File: config.mk
export PLATFORM = sky130hd
export DESIGN_NAME = mci_master_ctrl
export DESIGN_NICKNAME = d
export VERILOG_FILES = /design/src/rtl/mci_pkg.sv /design/src/rtl/mci_reg_if.sv /design/src/rtl/mci_axil_slave.sv /design/src/rtl/mci_aps_mon.sv /design/src/rtl/mci_master_ctrl.sv
export SDC_FILE = /design/constraint.sdc
export NUM_CORES = 1
export LEC_CHECK = 0
export BUFFER_PORTS_ARGS = -buffer_cell sky130_fd_sc_hd__clkbuf_2
export CORE_ASPECT_RATIO = 0.8
export CORE_MARGIN = 5
export CORE_UTILIZATION = 50
export CTS_CLUSTER_SIZE = 12
export DETAILED_ROUTE_END_ITERATION = 10
export PLACE_DENSITY = 0.81
export SYNTH_ARGS = -nofsm -noshare
export SYNTH_HDL_FRONTEND = slang
export SYNTH_SLANG_ARGS = --single-unit
export TNS_END_PERCENT = 30
File: constraint.sdc
create_clock -name clk -period 21.8 [get_ports clk]
set_input_delay 1.09 -clock clk [delete_from_list [all_inputs] [get_ports clk]]
set_output_delay 1.09 -clock clk [all_outputs]
set_load 0.01 [all_outputs]
File: src/rtl/mci_pkg.sv
// package: register map, field positions, reset values and frame counts
// for the master control and status register group.
// assumes a 32-bit AXI4-Lite bus with one 8-bit register per aligned word.
package mci_pkg;

  // ==========================================================================
  // register indices (byte address is four times the index)
  localparam logic [2:0] IDX_CTRL   = 3'h1;
  localparam logic [2:0] IDX_STAT   = 3'h2;
  localparam logic [2:0] IDX_RSTID  = 3'h3;
  localparam logic [2:0] IDX_TXCTRL = 3'h4;

  // ==========================================================================
  // master control/enable bits
  localparam int BIT_RX_LINE_EN   = 0;
  localparam int BIT_MUX_EN       = 1;
  localparam int BIT_RX_SEC_EN    = 2;
  localparam int BIT_SER_EN       = 3;
  localparam int BIT_APS_EN       = 4;
  localparam int BIT_PSBF_EN      = 5;
  localparam int BIT_GROWTH_EN    = 6;
  localparam int BIT_RING_PORT_EN = 7;

  // master interrupt status bits
  localparam int BIT_APS_ST    = 4;
  localparam int BIT_PSBF_EV   = 5;
  localparam int BIT_GROWTH_ST = 6;

  // reset and identity bits
  localparam int BIT_SW_RESET = 7;

  // transmit line overhead control bits
  localparam int BIT_FAR_END_FAIL = 0;
  localparam int BIT_ORDERWIRE    = 1;
  localparam int BIT_LINE_DCC     = 2;
  localparam int BIT_UNUSED_PASS  = 6;

  // ==========================================================================
  // reset values and codes
  localparam logic [7:0] CTRL_RST   = 8'h00;
  localparam logic [6:0] TXCTRL_RST = 7'h00;
  localparam logic [2:0] FAR_END_FAIL_INSERT_CODE  = 3'h6;

  // frame counts of the receive byte monitors
  localparam logic [1:0] APS_PERSIST_FRAMES = 2'h3;
  localparam logic [1:0] K1_STABLE_FRAMES   = 2'h3;
  localparam logic [3:0] PSBF_FAIL_FRAMES   = 4'hc;

  // bus response codes
  localparam logic [1:0] RESP_OKAY   = 2'h0;
  localparam logic [1:0] RESP_SLVERR = 2'h2;

  // ==========================================================================
  // transmit byte position as marked by the upstream frame counter
  typedef enum logic [2:0] {
    POS_OTHER      = 3'b000,
    POS_K2         = 3'b001,
    POS_E2         = 3'b010,
    POS_E2_UNUSED  = 3'b011,
    POS_DCC        = 3'b100,
    POS_DCC_UNUSED = 3'b101
  } mci_txpos_t;

  // ==========================================================================
  function automatic logic [2:0] mciIdx(input logic [31:0] addr);
    mciIdx = addr[4:2];
  endfunction : mciIdx

  function automatic logic mciMapped(input logic [31:0] addr);
    logic [2:0] i;
    i = addr[4:2];
    mciMapped = (addr[31:5] == 27'h0) && (addr[1:0] == 2'h0) &&
                (i >= IDX_CTRL) && (i <= IDX_TXCTRL);
  endfunction : mciMapped

endpackage : mci_pkg

File: src/rtl/mci_reg_if.sv
// interface: register strobes between the bus front end and the core.
// assumes one clock shared by both ends.
`timescale 1ns/1ns
interface mci_reg_if;
  logic       wrEn;
  logic [2:0] wrIdx;
  logic [7:0] wdata;
  logic       rdEn;
  logic [2:0] rdIdx;
  logic [7:0] rdata;
  logic       swReset;

  modport front (output wrEn, wrIdx, wdata, rdEn, rdIdx, swReset,
                 input rdata);
  modport core  (input wrEn, wrIdx, wdata, rdEn, rdIdx, swReset,
                 output rdata);
endinterface : mci_reg_if

File: src/rtl/mci_axil_slave.sv
// AXI4-Lite slave front end; turns bus transfers into one-cycle strobes.
// assumes the core answers rdata combinationally from rdIdx.
// reset only by the pin so software can always release the soft reset.
`timescale 1ns/1ns
module mci_axil_slave (
  // clock and reset
  input  wire logic        clk,
  input  wire logic        sys_rst,
  // axi4-lite
  input  wire logic [31:0] s_axi_awaddr,
  input  wire logic        s_axi_awvalid,
  output      logic        s_axi_awready,
  input  wire logic [31:0] s_axi_wdata,
  input  wire logic [3:0]  s_axi_wstrb,
  input  wire logic        s_axi_wvalid,
  output      logic        s_axi_wready,
  output      logic [1:0]  s_axi_bresp,
  output      logic        s_axi_bvalid,
  input  wire logic        s_axi_bready,
  input  wire logic [31:0] s_axi_araddr,
  input  wire logic        s_axi_arvalid,
  output      logic        s_axi_arready,
  output      logic [31:0] s_axi_rdata,
  output      logic [1:0]  s_axi_rresp,
  output      logic        s_axi_rvalid,
  input  wire logic        s_axi_rready,
  // core side
  mci_reg_if.front         bus
);
  import mci_pkg::*;

  typedef struct packed {
    logic       awHeld;
    logic [2:0] awIdx;
    logic       awOk;
    logic       wHeld;
    logic [7:0] wData;
    logic       wLane;
    logic       bValid;
    logic [1:0] bResp;
    logic       rValid;
    logic [7:0] rData;
    logic [1:0] rResp;
    logic       swReset;
  } mci_fe_t;

  mci_fe_t st_q;
  mci_fe_t st_d;
  logic    doWrite;
  logic    arTake;

  // ==========================================================================
  // handshakes
  assign s_axi_awready = !st_q.awHeld && !st_q.bValid;
  assign s_axi_wready  = !st_q.wHeld && !st_q.bValid;
  assign s_axi_arready = !st_q.rValid;
  assign doWrite       = st_q.awHeld && st_q.wHeld && !st_q.bValid;
  assign arTake        = s_axi_arvalid && s_axi_arready;

  assign bus.wrEn    = doWrite && st_q.awOk && st_q.wLane;
  assign bus.wrIdx   = st_q.awIdx;
  assign bus.wdata   = st_q.wData;
  assign bus.rdEn    = arTake && mciMapped(s_axi_araddr);
  assign bus.rdIdx   = mciIdx(s_axi_araddr);
  assign bus.swReset = st_q.swReset;

  assign s_axi_bvalid = st_q.bValid;
  assign s_axi_bresp  = st_q.bResp;
  assign s_axi_rvalid = st_q.rValid;
  assign s_axi_rresp  = st_q.rResp;
  assign s_axi_rdata  = {24'h0, st_q.rData};

  // ==========================================================================
  always_comb begin
    st_d = st_q;
    if (s_axi_awvalid && s_axi_awready) begin
      st_d.awHeld = 1'b1;
      st_d.awIdx  = mciIdx(s_axi_awaddr);
      st_d.awOk   = mciMapped(s_axi_awaddr);
    end
    if (s_axi_wvalid && s_axi_wready) begin
      st_d.wHeld = 1'b1;
      st_d.wData = s_axi_wdata[7:0];
      st_d.wLane = s_axi_wstrb[0];
    end
    if (doWrite) begin
      st_d.awHeld = 1'b0;
      st_d.wHeld  = 1'b0;
      st_d.bValid = 1'b1;
      st_d.bResp  = st_q.awOk ? RESP_OKAY : RESP_SLVERR;
    end else if (st_q.bValid && s_axi_bready) begin
      st_d.bValid = 1'b0;
    end
    if (bus.wrEn && (st_q.awIdx == IDX_RSTID)) begin
      st_d.swReset = st_q.wData[BIT_SW_RESET];
    end
    if (arTake) begin
      st_d.rValid = 1'b1;
      st_d.rData  = bus.rdEn ? bus.rdata : 8'h00;
      st_d.rResp  = bus.rdEn ? RESP_OKAY : RESP_SLVERR;
    end else if (st_q.rValid && s_axi_rready) begin
      st_d.rValid = 1'b0;
    end
  end

  always_ff @(posedge clk or posedge sys_rst) begin
    if (sys_rst) begin
      st_q <= '0;
    end else begin
      st_q <= st_d;
    end
  end

endmodule : mci_axil_slave

File: src/rtl/mci_aps_mon.sv
// receive K1/K2 and Z1 byte monitor, one update per frame strobe.
// assumes the bytes are valid in the cycle that frameStb is high.
`timescale 1ns/1ns
module mci_aps_mon (
  // clock and reset
  input  wire logic       clk,
  input  wire logic       rst,
  // extracted bytes
  input  wire logic       frameStb,
  input  wire logic [7:0] k1In,
  input  wire logic [7:0] k2In,
  input  wire logic [7:0] z1In,
  // captured values and events
  output      logic [7:0] rxK1,
  output      logic [7:0] rxK2,
  output      logic [7:0] rxZ1,
  output      logic       apsChangeEv,
  output      logic       growthChangeEv,
  output      logic       psbfState,
  output      logic       psbfChangeEv
);
  import mci_pkg::*;

  typedef struct packed {
    logic [7:0] candK1;
    logic [7:0] candK2;
    logic [1:0] candRun;
    logic [7:0] rxK1;
    logic [7:0] rxK2;
    logic [7:0] rxZ1;
    logic [7:0] lastK1;
    logic [1:0] k1Run;
    logic [3:0] badCnt;
    logic       psbf;
    logic       apsEv;
    logic       zEv;
    logic       psbfEv;
  } mci_mon_t;

  mci_mon_t st_q;
  mci_mon_t st_d;

  assign rxK1           = st_q.rxK1;
  assign rxK2           = st_q.rxK2;
  assign rxZ1           = st_q.rxZ1;
  assign apsChangeEv    = st_q.apsEv;
  assign growthChangeEv = st_q.zEv;
  assign psbfState      = st_q.psbf;
  assign psbfChangeEv   = st_q.psbfEv;

  // ==========================================================================
  always_comb begin
    st_d        = st_q;
    st_d.apsEv  = 1'b0;
    st_d.zEv    = 1'b0;
    st_d.psbfEv = 1'b0;
    if (frameStb) begin
      if ((k1In == st_q.candK1) && (k2In == st_q.candK2)) begin
        if (st_q.candRun != APS_PERSIST_FRAMES) begin
          st_d.candRun = st_q.candRun + 2'h1;
        end
      end else begin
        st_d.candK1  = k1In;
        st_d.candK2  = k2In;
        st_d.candRun = 2'h1;
      end
      if ((st_d.candRun == APS_PERSIST_FRAMES) &&
          ({st_d.candK1, st_d.candK2} != {st_q.rxK1, st_q.rxK2})) begin
        st_d.rxK1  = st_d.candK1;
        st_d.rxK2  = st_d.candK2;
        st_d.apsEv = 1'b1;
      end
      if (z1In != st_q.rxZ1) begin
        st_d.rxZ1 = z1In;
        st_d.zEv  = 1'b1;
      end
      st_d.lastK1 = k1In;
      if (k1In == st_q.lastK1) begin
        if (st_q.k1Run != K1_STABLE_FRAMES) begin
          st_d.k1Run = st_q.k1Run + 2'h1;
        end
      end else begin
        st_d.k1Run = 2'h1;
      end
      if (st_d.k1Run == K1_STABLE_FRAMES) begin
        st_d.badCnt = 4'h0;
        st_d.psbf   = 1'b0;
      end else if (st_q.badCnt != PSBF_FAIL_FRAMES) begin
        st_d.badCnt = st_q.badCnt + 4'h1;
        if (st_d.badCnt == PSBF_FAIL_FRAMES) begin
          st_d.psbf = 1'b1;
        end
      end
      st_d.psbfEv = st_d.psbf != st_q.psbf;
    end
  end

  always_ff @(posedge clk or posedge rst) begin
    if (rst) begin
      st_q <= '0;
    end else begin
      st_q <= st_d;
    end
  end

endmodule : mci_aps_mon

File: src/rtl/mci_master_ctrl.sv
// top: master control, interrupt status, reset/identity and transmit line
// overhead control registers, with activity monitors and byte insertion.
// assumes all pins are synchronous to clk; clock pins are sampled levels.
`timescale 1ns/1ns

// Operation
// - mux and serializer alignment errors interrupt only when enabled
// - receive section events interrupt only when enabled
// - new captured K1/K2 value interrupts when enabled
// - every protection byte failure change interrupts when enabled
// - Z1 change interrupts when enabled
// - ring port enable picks ring word or discrete alarm pins
// - receive line summary sticks until its sub-block status read
// - mux and serializer summaries stick until sub-block read
// - receive section summary sticks until its status read
// - K1/K2 captured after three identical frames; flag clears on read
// - failure change flag sets on change, clears on status read
// - Z1 register loads on change; flag clears on status read
// - failure after twelve bad frames, cleared by three stable K1
// - a write to reset/identity register snaps performance counters if soft reset stays clear
// - three-bit version field in the low bits
// - receive bus activity since last read
// - per-clock activity since last read
// - software reset bit resets device until written zero
// - far-end fail forces K2 low bits to 110
// - orderwire pass or serial source for E2, unused bytes zeroed
// - line DCC pass or serial source, unused bytes zeroed
module mci_master_ctrl #(
  // arbitrary value, not tied to any part
  parameter logic [2:0] VERSION = 3'h5
) (
  // clock and reset
  input  wire logic                clk,
  input  wire logic                sys_rst,
  // axi4-lite
  input  wire logic [31:0]         s_axi_awaddr,
  input  wire logic                s_axi_awvalid,
  output      logic                s_axi_awready,
  input  wire logic [31:0]         s_axi_wdata,
  input  wire logic [3:0]          s_axi_wstrb,
  input  wire logic                s_axi_wvalid,
  output      logic                s_axi_wready,
  output      logic [1:0]          s_axi_bresp,
  output      logic                s_axi_bvalid,
  input  wire logic                s_axi_bready,
  input  wire logic [31:0]         s_axi_araddr,
  input  wire logic                s_axi_arvalid,
  output      logic                s_axi_arready,
  output      logic [31:0]         s_axi_rdata,
  output      logic [1:0]          s_axi_rresp,
  output      logic                s_axi_rvalid,
  input  wire logic                s_axi_rready,
  // sub-block events (pulses) and acknowledging reads (pulses)
  input  wire logic                rxLineEvent,
  input  wire logic                rxLineAck,
  input  wire logic                muxAlignErr,
  input  wire logic                muxAlignAck,
  input  wire logic                rxSectionEvent,
  input  wire logic                rxSectionAck,
  input  wire logic                serializerAlignErr,
  input  wire logic                serializerAlignAck,
  // receive frame bytes
  input  wire logic                rxFrameStb,
  input  wire logic [7:0]          rxK1In,
  input  wire logic [7:0]          rxK2In,
  input  wire logic [7:0]          rxZ1In,
  // activity monitor inputs
  input  wire logic [7:0]          rxByteIn,
  input  wire logic                rxFramePosition,
  input  wire logic                lowSpeedTxClock,
  input  wire logic                txClock,
  input  wire logic                rxClock,
  // alarm sources and maintenance requests
  input  wire logic                sigLossAlarm,
  input  wire logic                lineAisAlarm,
  input  wire logic                lineFerfAlarm,
  input  wire logic                rxAisForceIn,
  input  wire logic                txAisForceIn,
  input  wire logic                txFarEndFailIn,
  input  wire logic [2:0]          txRingData,
  // transmit byte stream
  input  wire logic [7:0]          txInLane1,
  input  wire mci_pkg::mci_txpos_t txPos,
  input  wire logic                txInsertBypass,
  input  wire logic                txOverheadInsertEn,
  input  wire logic [7:0]          orderwireSerialIn,
  input  wire logic [7:0]          lineDccSerialIn,
  // outputs
  output      logic [7:0]          txByteOut,
  output      logic                signalLossOut,
  output      logic                lineAisOut,
  output      logic                lineFerfOut,
  output      logic [2:0]          rxRingData,
  output      logic                rxAisForce,
  output      logic                txAisForce,
  output      logic                pmSnapshot,
  output      logic [7:0]          rxK1,
  output      logic [7:0]          rxK2,
  output      logic [7:0]          rxZ1,
  output      logic                coreReset,
  output      logic                irq
);
  import mci_pkg::*;

  typedef struct packed {
    logic [7:0] ctrl;
    logic [6:0] txCtrl;
    logic [6:0] stat;
    logic [3:0] act;
    logic [7:0] prevRin;
    logic       prevFp;
    logic [2:0] prevClk;
    logic [7:0] txOut;
    logic       snap;
    logic [2:0] discOut;
    logic [2:0] ringOut;
    logic [1:0] aisForce;
    logic       irq;
  } mci_core_t;

  mci_core_t  st_q;
  mci_core_t  st_d;
  mci_reg_if  bus ();
  logic       coreRst;
  logic       apsEv;
  logic       growthEv;
  logic       psbfState;
  logic       psbfEv;
  logic [6:0] statSet;
  logic [6:0] statClr;
  logic [3:0] actSet;
  logic [2:0] maint;
  logic       ferfForce;
  logic       statRead;
  logic       rstIdRead;

  // ==========================================================================
  // bus front end and frame monitor
  mci_axil_slave u_front (
    .clk           (clk),
    .sys_rst       (sys_rst),
    .s_axi_awaddr  (s_axi_awaddr),
    .s_axi_awvalid (s_axi_awvalid),
    .s_axi_awready (s_axi_awready),
    .s_axi_wdata   (s_axi_wdata),
    .s_axi_wstrb   (s_axi_wstrb),
    .s_axi_wvalid  (s_axi_wvalid),
    .s_axi_wready  (s_axi_wready),
    .s_axi_bresp   (s_axi_bresp),
    .s_axi_bvalid  (s_axi_bvalid),
    .s_axi_bready  (s_axi_bready),
    .s_axi_araddr  (s_axi_araddr),
    .s_axi_arvalid (s_axi_arvalid),
    .s_axi_arready (s_axi_arready),
    .s_axi_rdata   (s_axi_rdata),
    .s_axi_rresp   (s_axi_rresp),
    .s_axi_rvalid  (s_axi_rvalid),
    .s_axi_rready  (s_axi_rready),
    .bus           (bus.front)
  );

  // soft reset joins pin reset
  // the bit is a flop output, so the combined reset is glitch free; the
  // front end is outside it so software can still write the bit to zero
  assign coreRst   = sys_rst | bus.swReset;
  assign coreReset = coreRst;

  mci_aps_mon u_mon (
    .clk            (clk),
    .rst            (coreRst),
    .frameStb       (rxFrameStb),
    .k1In           (rxK1In),
    .k2In           (rxK2In),
    .z1In           (rxZ1In),
    .rxK1           (rxK1),
    .rxK2           (rxK2),
    .rxZ1           (rxZ1),
    .apsChangeEv    (apsEv),
    .growthChangeEv (growthEv),
    .psbfState      (psbfState),
    .psbfChangeEv   (psbfEv)
  );

  // ==========================================================================
  // read data and read side effects
  assign statRead  = bus.rdEn && (bus.rdIdx == IDX_STAT);
  assign rstIdRead = bus.rdEn && (bus.rdIdx == IDX_RSTID);

  always_comb begin
    case (bus.rdIdx)
      IDX_CTRL:   bus.rdata = st_q.ctrl;
      IDX_STAT:   bus.rdata = {psbfState, st_q.stat};
      IDX_RSTID:  bus.rdata = {bus.swReset, st_q.act, VERSION};
      IDX_TXCTRL: bus.rdata = {1'b0, st_q.txCtrl};
      default:    bus.rdata = 8'h00;
    endcase
  end

  // ==========================================================================
  // status set and clear terms
  always_comb begin
    statSet[0] = rxLineEvent;
    statClr[0] = rxLineAck;
    statSet[1] = muxAlignErr;
    statClr[1] = muxAlignAck;
    statSet[2] = rxSectionEvent;
    statClr[2] = rxSectionAck;
    statSet[3] = serializerAlignErr;
    statClr[3] = serializerAlignAck;
    statSet[BIT_APS_ST] = apsEv;
    statClr[BIT_APS_ST] = statRead;
    statSet[BIT_PSBF_EV] = psbfEv;
    statClr[BIT_PSBF_EV] = statRead;
    statSet[BIT_GROWTH_ST] = growthEv;
    statClr[BIT_GROWTH_ST] = statRead;
  end

  assign actSet[0] = (rxByteIn != st_q.prevRin) ||
                     (rxFramePosition != st_q.prevFp);
  assign actSet[3:1] = {rxClock, txClock, lowSpeedTxClock} ^ st_q.prevClk;

  // ==========================================================================
  // ring or discrete maintenance requests
  // request source select
  assign maint = st_q.ctrl[BIT_RING_PORT_EN] ? txRingData
               : {txFarEndFailIn, txAisForceIn, rxAisForceIn};
  assign ferfForce = st_q.txCtrl[BIT_FAR_END_FAIL] | maint[2];

  // ==========================================================================
  always_comb begin
    st_d      = st_q;
    st_d.snap = 1'b0;

    if (bus.wrEn) begin
      case (bus.wrIdx)
        IDX_CTRL:   st_d.ctrl = bus.wdata;
        IDX_TXCTRL: st_d.txCtrl = bus.wdata[6:0];
        IDX_RSTID:  st_d.snap = 1'b1;
        default:    st_d.snap = 1'b0;
      endcase
    end

    // set wins over a clear in the same cycle
    st_d.stat = (st_q.stat & ~statClr) | statSet;
    st_d.act  = (st_q.act & ~{4{rstIdRead}}) | actSet;
    st_d.prevRin = rxByteIn;
    st_d.prevFp  = rxFramePosition;
    st_d.prevClk = {rxClock, txClock, lowSpeedTxClock};

    if (st_q.ctrl[BIT_RING_PORT_EN]) begin
      st_d.discOut = 3'h0;
      st_d.ringOut = {lineFerfAlarm, lineAisAlarm, sigLossAlarm};
    end else begin
      st_d.discOut = {lineFerfAlarm, lineAisAlarm, sigLossAlarm};
      st_d.ringOut = 3'h0;
    end
    st_d.aisForce = maint[1:0];

    // transmit overhead insertion
    if (txInsertBypass || txOverheadInsertEn) begin
      st_d.txOut = txInLane1;
    end else begin
      case (txPos)
        POS_K2: st_d.txOut = ferfForce ? {txInLane1[7:3], FAR_END_FAIL_INSERT_CODE}
                                       : txInLane1;
        POS_E2: st_d.txOut = st_q.txCtrl[BIT_ORDERWIRE] ? txInLane1
                                                        : orderwireSerialIn;
        POS_DCC: st_d.txOut = st_q.txCtrl[BIT_LINE_DCC] ? txInLane1
                                                        : lineDccSerialIn;
        POS_E2_UNUSED,
        POS_DCC_UNUSED: st_d.txOut = st_q.txCtrl[BIT_UNUSED_PASS] ? txInLane1
                                                                 : 8'h00;
        default: st_d.txOut = txInLane1;
      endcase
    end

    st_d.irq = |(st_d.stat & st_q.ctrl[6:0]);
  end

  always_ff @(posedge clk or posedge coreRst) begin
    if (coreRst) begin
      st_q        <= '0;
      st_q.ctrl   <= CTRL_RST;
      st_q.txCtrl <= TXCTRL_RST;
    end else begin
      st_q <= st_d;
    end
  end

  // ==========================================================================
  // outputs
  assign txByteOut     = st_q.txOut;
  assign signalLossOut = st_q.discOut[0];
  assign lineAisOut    = st_q.discOut[1];
  assign lineFerfOut   = st_q.discOut[2];
  assign rxRingData    = st_q.ringOut;
  assign rxAisForce    = st_q.aisForce[0];
  assign txAisForce    = st_q.aisForce[1];
  assign pmSnapshot    = st_q.snap;
  assign irq           = st_q.irq;

endmodule : mci_master_ctrl

==> impl_metrics.env <==
export IMPL_status="finished clean"
export IMPL_yosys_cell_types_count=47
export IMPL_place_congestion=0.813
export IMPL_fill_cells=1169
export IMPL_drt_iter0_drc=207
export IMPL_layoutNonFillerInstCount=995
export IMPL_fin_area_sq_um=8560
export IMPL_track_usage=0.194
export IMPL_final_nets=991
export IMPL_grt_max_degree=62
export IMPL_grt_pass1_wl_microns=25100
export IMPL_fin_ws_ns=18.86
export IMPL_fmax_ghz=0.340
export IMPL_boundaryPins=274
export IMPL_peakVddDrop_mv=0.0586
export IMPL_io_buffers=220
export IMPL_worstPathMaxFanout=17
export IMPL_drc_errors=0
export IMPL_hold_violations=0
export IMPL_synth_top_area_cell="dfrtp_1"
export IMPL_critPathBufInv=1
export IMPL_fin_crit_ns=2.94
export IMPL_drive_gt1_frac=0.412
export IMPL_preCtsSetupSlack_ns=18.42
export IMPL_post_place_cells=963
export IMPL_worst_pin_slew_ns=1.25
export IMPL_antenna_found_initial=0
export IMPL_slew_violations=0
export IMPL_fin_crit_sh=0.135
export IMPL_crit_type="in2reg"
export IMPL_synth_cells=624
export IMPL_final_setup_tns_ns=0
export IMPL_slowest_delay_ns=0.77
export IMPL_ctsHoldBuffers=0
export IMPL_synth_area_sq_um=7130
export IMPL_critPathTopFamily="simple AND/OR/NAND/NOR gates"
export IMPL_startpoint_type="input port"
export IMPL_power_density_nw_per_um2=85.7
export IMPL_slowest_stage="nor3_4"
export IMPL_cts_buffers=17
export IMPL_grt_pass1_vias=5124
export IMPL_ys_top_cells_by_area="dfrtp_1 51%, mux2_2 12%, buf_4 7.5%"
export IMPL_crit_path_end_kind="register"
export IMPL_htreeDepth=4
export IMPL_yosys_register_bits=144
export IMPL_vias=5168
export IMPL_post_cts_setup_buffers=0
export IMPL_fin_skew_ns=0.00466
export IMPL_max_slew_margin=0.156
export IMPL_path_clk_slew_ns=0.06
export IMPL_grt_overflow_total=0
export IMPL_leakagePower_nw=4.20
export IMPL_required_ns=22.10
export IMPL_path_cells="clkbuf_2 > xor2_1 > nor4_1 > nand4_1 > nor3_4 > mux2_2"
export IMPL_die_h_microns=117
export IMPL_num_rows=39
export IMPL_core_sq_um=14200
export IMPL_initial_core_util=0.504
export IMPL_routed_via_density=5.19
export IMPL_yosysWarnings=0
export IMPL_syn_area_per_cell_sq_um=11.4
export IMPL_finalWirelength_microns=16500
export IMPL_wl_per_cell_microns=16.6
export IMPL_holdCritPathClass="reg2reg"
export IMPL_cp_arrival_ns=3.25
export IMPL_yosysTopAreaCellShare=0.506
export IMPL_rsz0062_at_grt="no"
export IMPL_cts_sinks=144
export IMPL_clk_latency_ns=0.42
export IMPL_placed_area_sq_um=7950
export IMPL_syn_to_final_growth_pct=20.1
export IMPL_n_antenna_cell=0
export IMPL_maxCapViolCount=0
export IMPL_antenna_left=0
export IMPL_cts_resized=0
export IMPL_first_pass_iters=7
export IMPL_cts_tree="built"
export IMPL_cts_buffer_depth=2
export IMPL_cts_root_buffer="clkbuf_16"
export IMPL_ys_seq_area_frac=0.506
export IMPL_dp_hpwl_microns=12500
export IMPL_die_w_microns=143
export IMPL_die_area_sq_um=16800
export IMPL_setup_violations=0
-- cells by family (layout without fill, tap and decap cells) --
group / Yosys count / after routing / synth area share
other: 1 / 26 / 0.000526
DFF: 144 / 144 / 0.506
AOI/OAI and AO/OA: 85 / 85 / 0.0783
adders and majority gates: 3 / 3 / 0.00527
muxes: 84 / 84 / 0.132
buffers and inverters: 112 / 274 / 0.0995
xor gates and xnor gates: 65 / 65 / 0.0799
and+or+nand+nor: 130 / 130 / 0.0986
-- cell type report --
type | instances | area, sq um | share of cell area
sequential | 144 | 3600 | 0.421
multi-input combinational | 393 | 2920 | 0.341
timing repair buffer | 224 | 1130 | 0.132
clock buffer | 19 | 453 | 0.0529
tap | 184 | 230 | 0.0269
clock inverter | 13 | 159 | 0.0186
inverter | 18 | 67.6 | 0.00789
-- Yosys cell counts, drive strengths merged --
| cell | instances |
|---|---|
| a211oi | 2 |
| o21a | 3 |
| buf | 79 |
| mux2 | 82 |
| a211o | 3 |
| conb | 1 |
| nor2 | 20 |
| a221o | 2 |
| or4 | 2 |
| nor2b | 11 |
| inv | 18 |
| a21oi | 17 |
| or3 | 1 |
| a41o | 1 |
| nor4b | 3 |
| o2bb2ai | 1 |
| nor4 | 23 |
| dfrtp | 144 |
| ha | 3 |
| and2 | 7 |
| xnor2 | 29 |
| a31oi | 2 |
| a22o | 3 |
| a22oi | 13 |
| a21o | 10 |
| o22a | 1 |
| nand2b | 1 |
| nor4bb | 1 |
| nand3 | 9 |
| nand2 | 28 |
| and3 | 2 |
| nand3b | 2 |
| mux2i | 2 |
| xor2 | 36 |
| clkbuf | 15 |
| o21ai | 25 |
| o31ai | 2 |
| nor3 | 9 |
| nand4 | 11 |
-- path summary, 6_finish.rpt --
check / start / to / slack, ns / cells past startpoint
setup / recovery: rxK1In[6] / u_mon.rxK2[6] / 18.86 / 6
hold / removal: u_mon.apsChangeEv / st_q[38] / 0.47 / 1
setup reg to reg: u_mon.st_q[45] / u_mon.rxK2[6] / 19.31 / 5
hold reg to reg: u_mon.apsChangeEv / st_q[38] / 0.47 / 1
min in group asynchronous: u_front.bus.swReset / st_q[19] / 0.61 / 2
max in group asynchronous: sys_rst / st_q[27] / 19.64 / 4
-- state kept, by name, indices dropped and copies added (netlist names), 4 cells and up --
name                 cells
u_front.bus.wdata        8
u_mon.rxK1               8
u_mon.st_q              32
u_mon.rxZ1               8
u_front.s_axi_rdata      8
st_q                    38
u_mon.rxK2               8
txByteOut                8
u_front.st_q             4
-- placed cells by master (no fill, tap or decap), types with 18 or more instances in the layout --
| cell type | netlist | routed |
|---|---|---|
| conb_1 | 1 | 26 |
| nor2_1 | 20 | 19 |
| clkbuf_2 | 0 | 220 |
| xnor2_1 | 29 | 29 |
| o21ai_0 | 24 | 24 |
| nand2_1 | 28 | 28 |
| mux2_2 | 73 | 73 |
| xor2_1 | 36 | 36 |
| nor4_1 | 23 | 23 |
| inv_1 | 18 | 18 |
| dfrtp_1 | 144 | 144 |
-- per-layer routing --
metal / up-vias / share of wire / routed length [microns] / track usage
met4: 0 / 0.027 / 440 / 0.0696
met5: - / 0 / 0 / 0
li1: 2434 / - / - / -
met2: 178 / 0.52 / 8560 / 0.344
met3: 33 / 0.059 / 978 / 0.0528
met1: 2523 / 0.39 / 6500 / 0.229
-- per-stage QoR --
step                      utilization  hold WS (ns)  power, mW
after global routing            0.605         0.485      0.770
after global placement          0.562         0.457      0.434
after detailed placement        0.562         0.466      0.440
after CTS                       0.605         0.476      0.741
final                           0.605         0.470      0.734
after floorplan                     -         0.429      0.403
-- power by group --
| part | leakage [nW] | internal [mW] | total [mW] | switching [mW] |
|---|---|---|---|---|
| sequential | 1.78 | 0.298 | 0.323 | 0.0252 |
| clock | 0.296 | 0.186 | 0.299 | 0.113 |
| combinational | 2.13 | 0.0560 | 0.112 | 0.0556 |
Power figures use the tool's default switching activity.
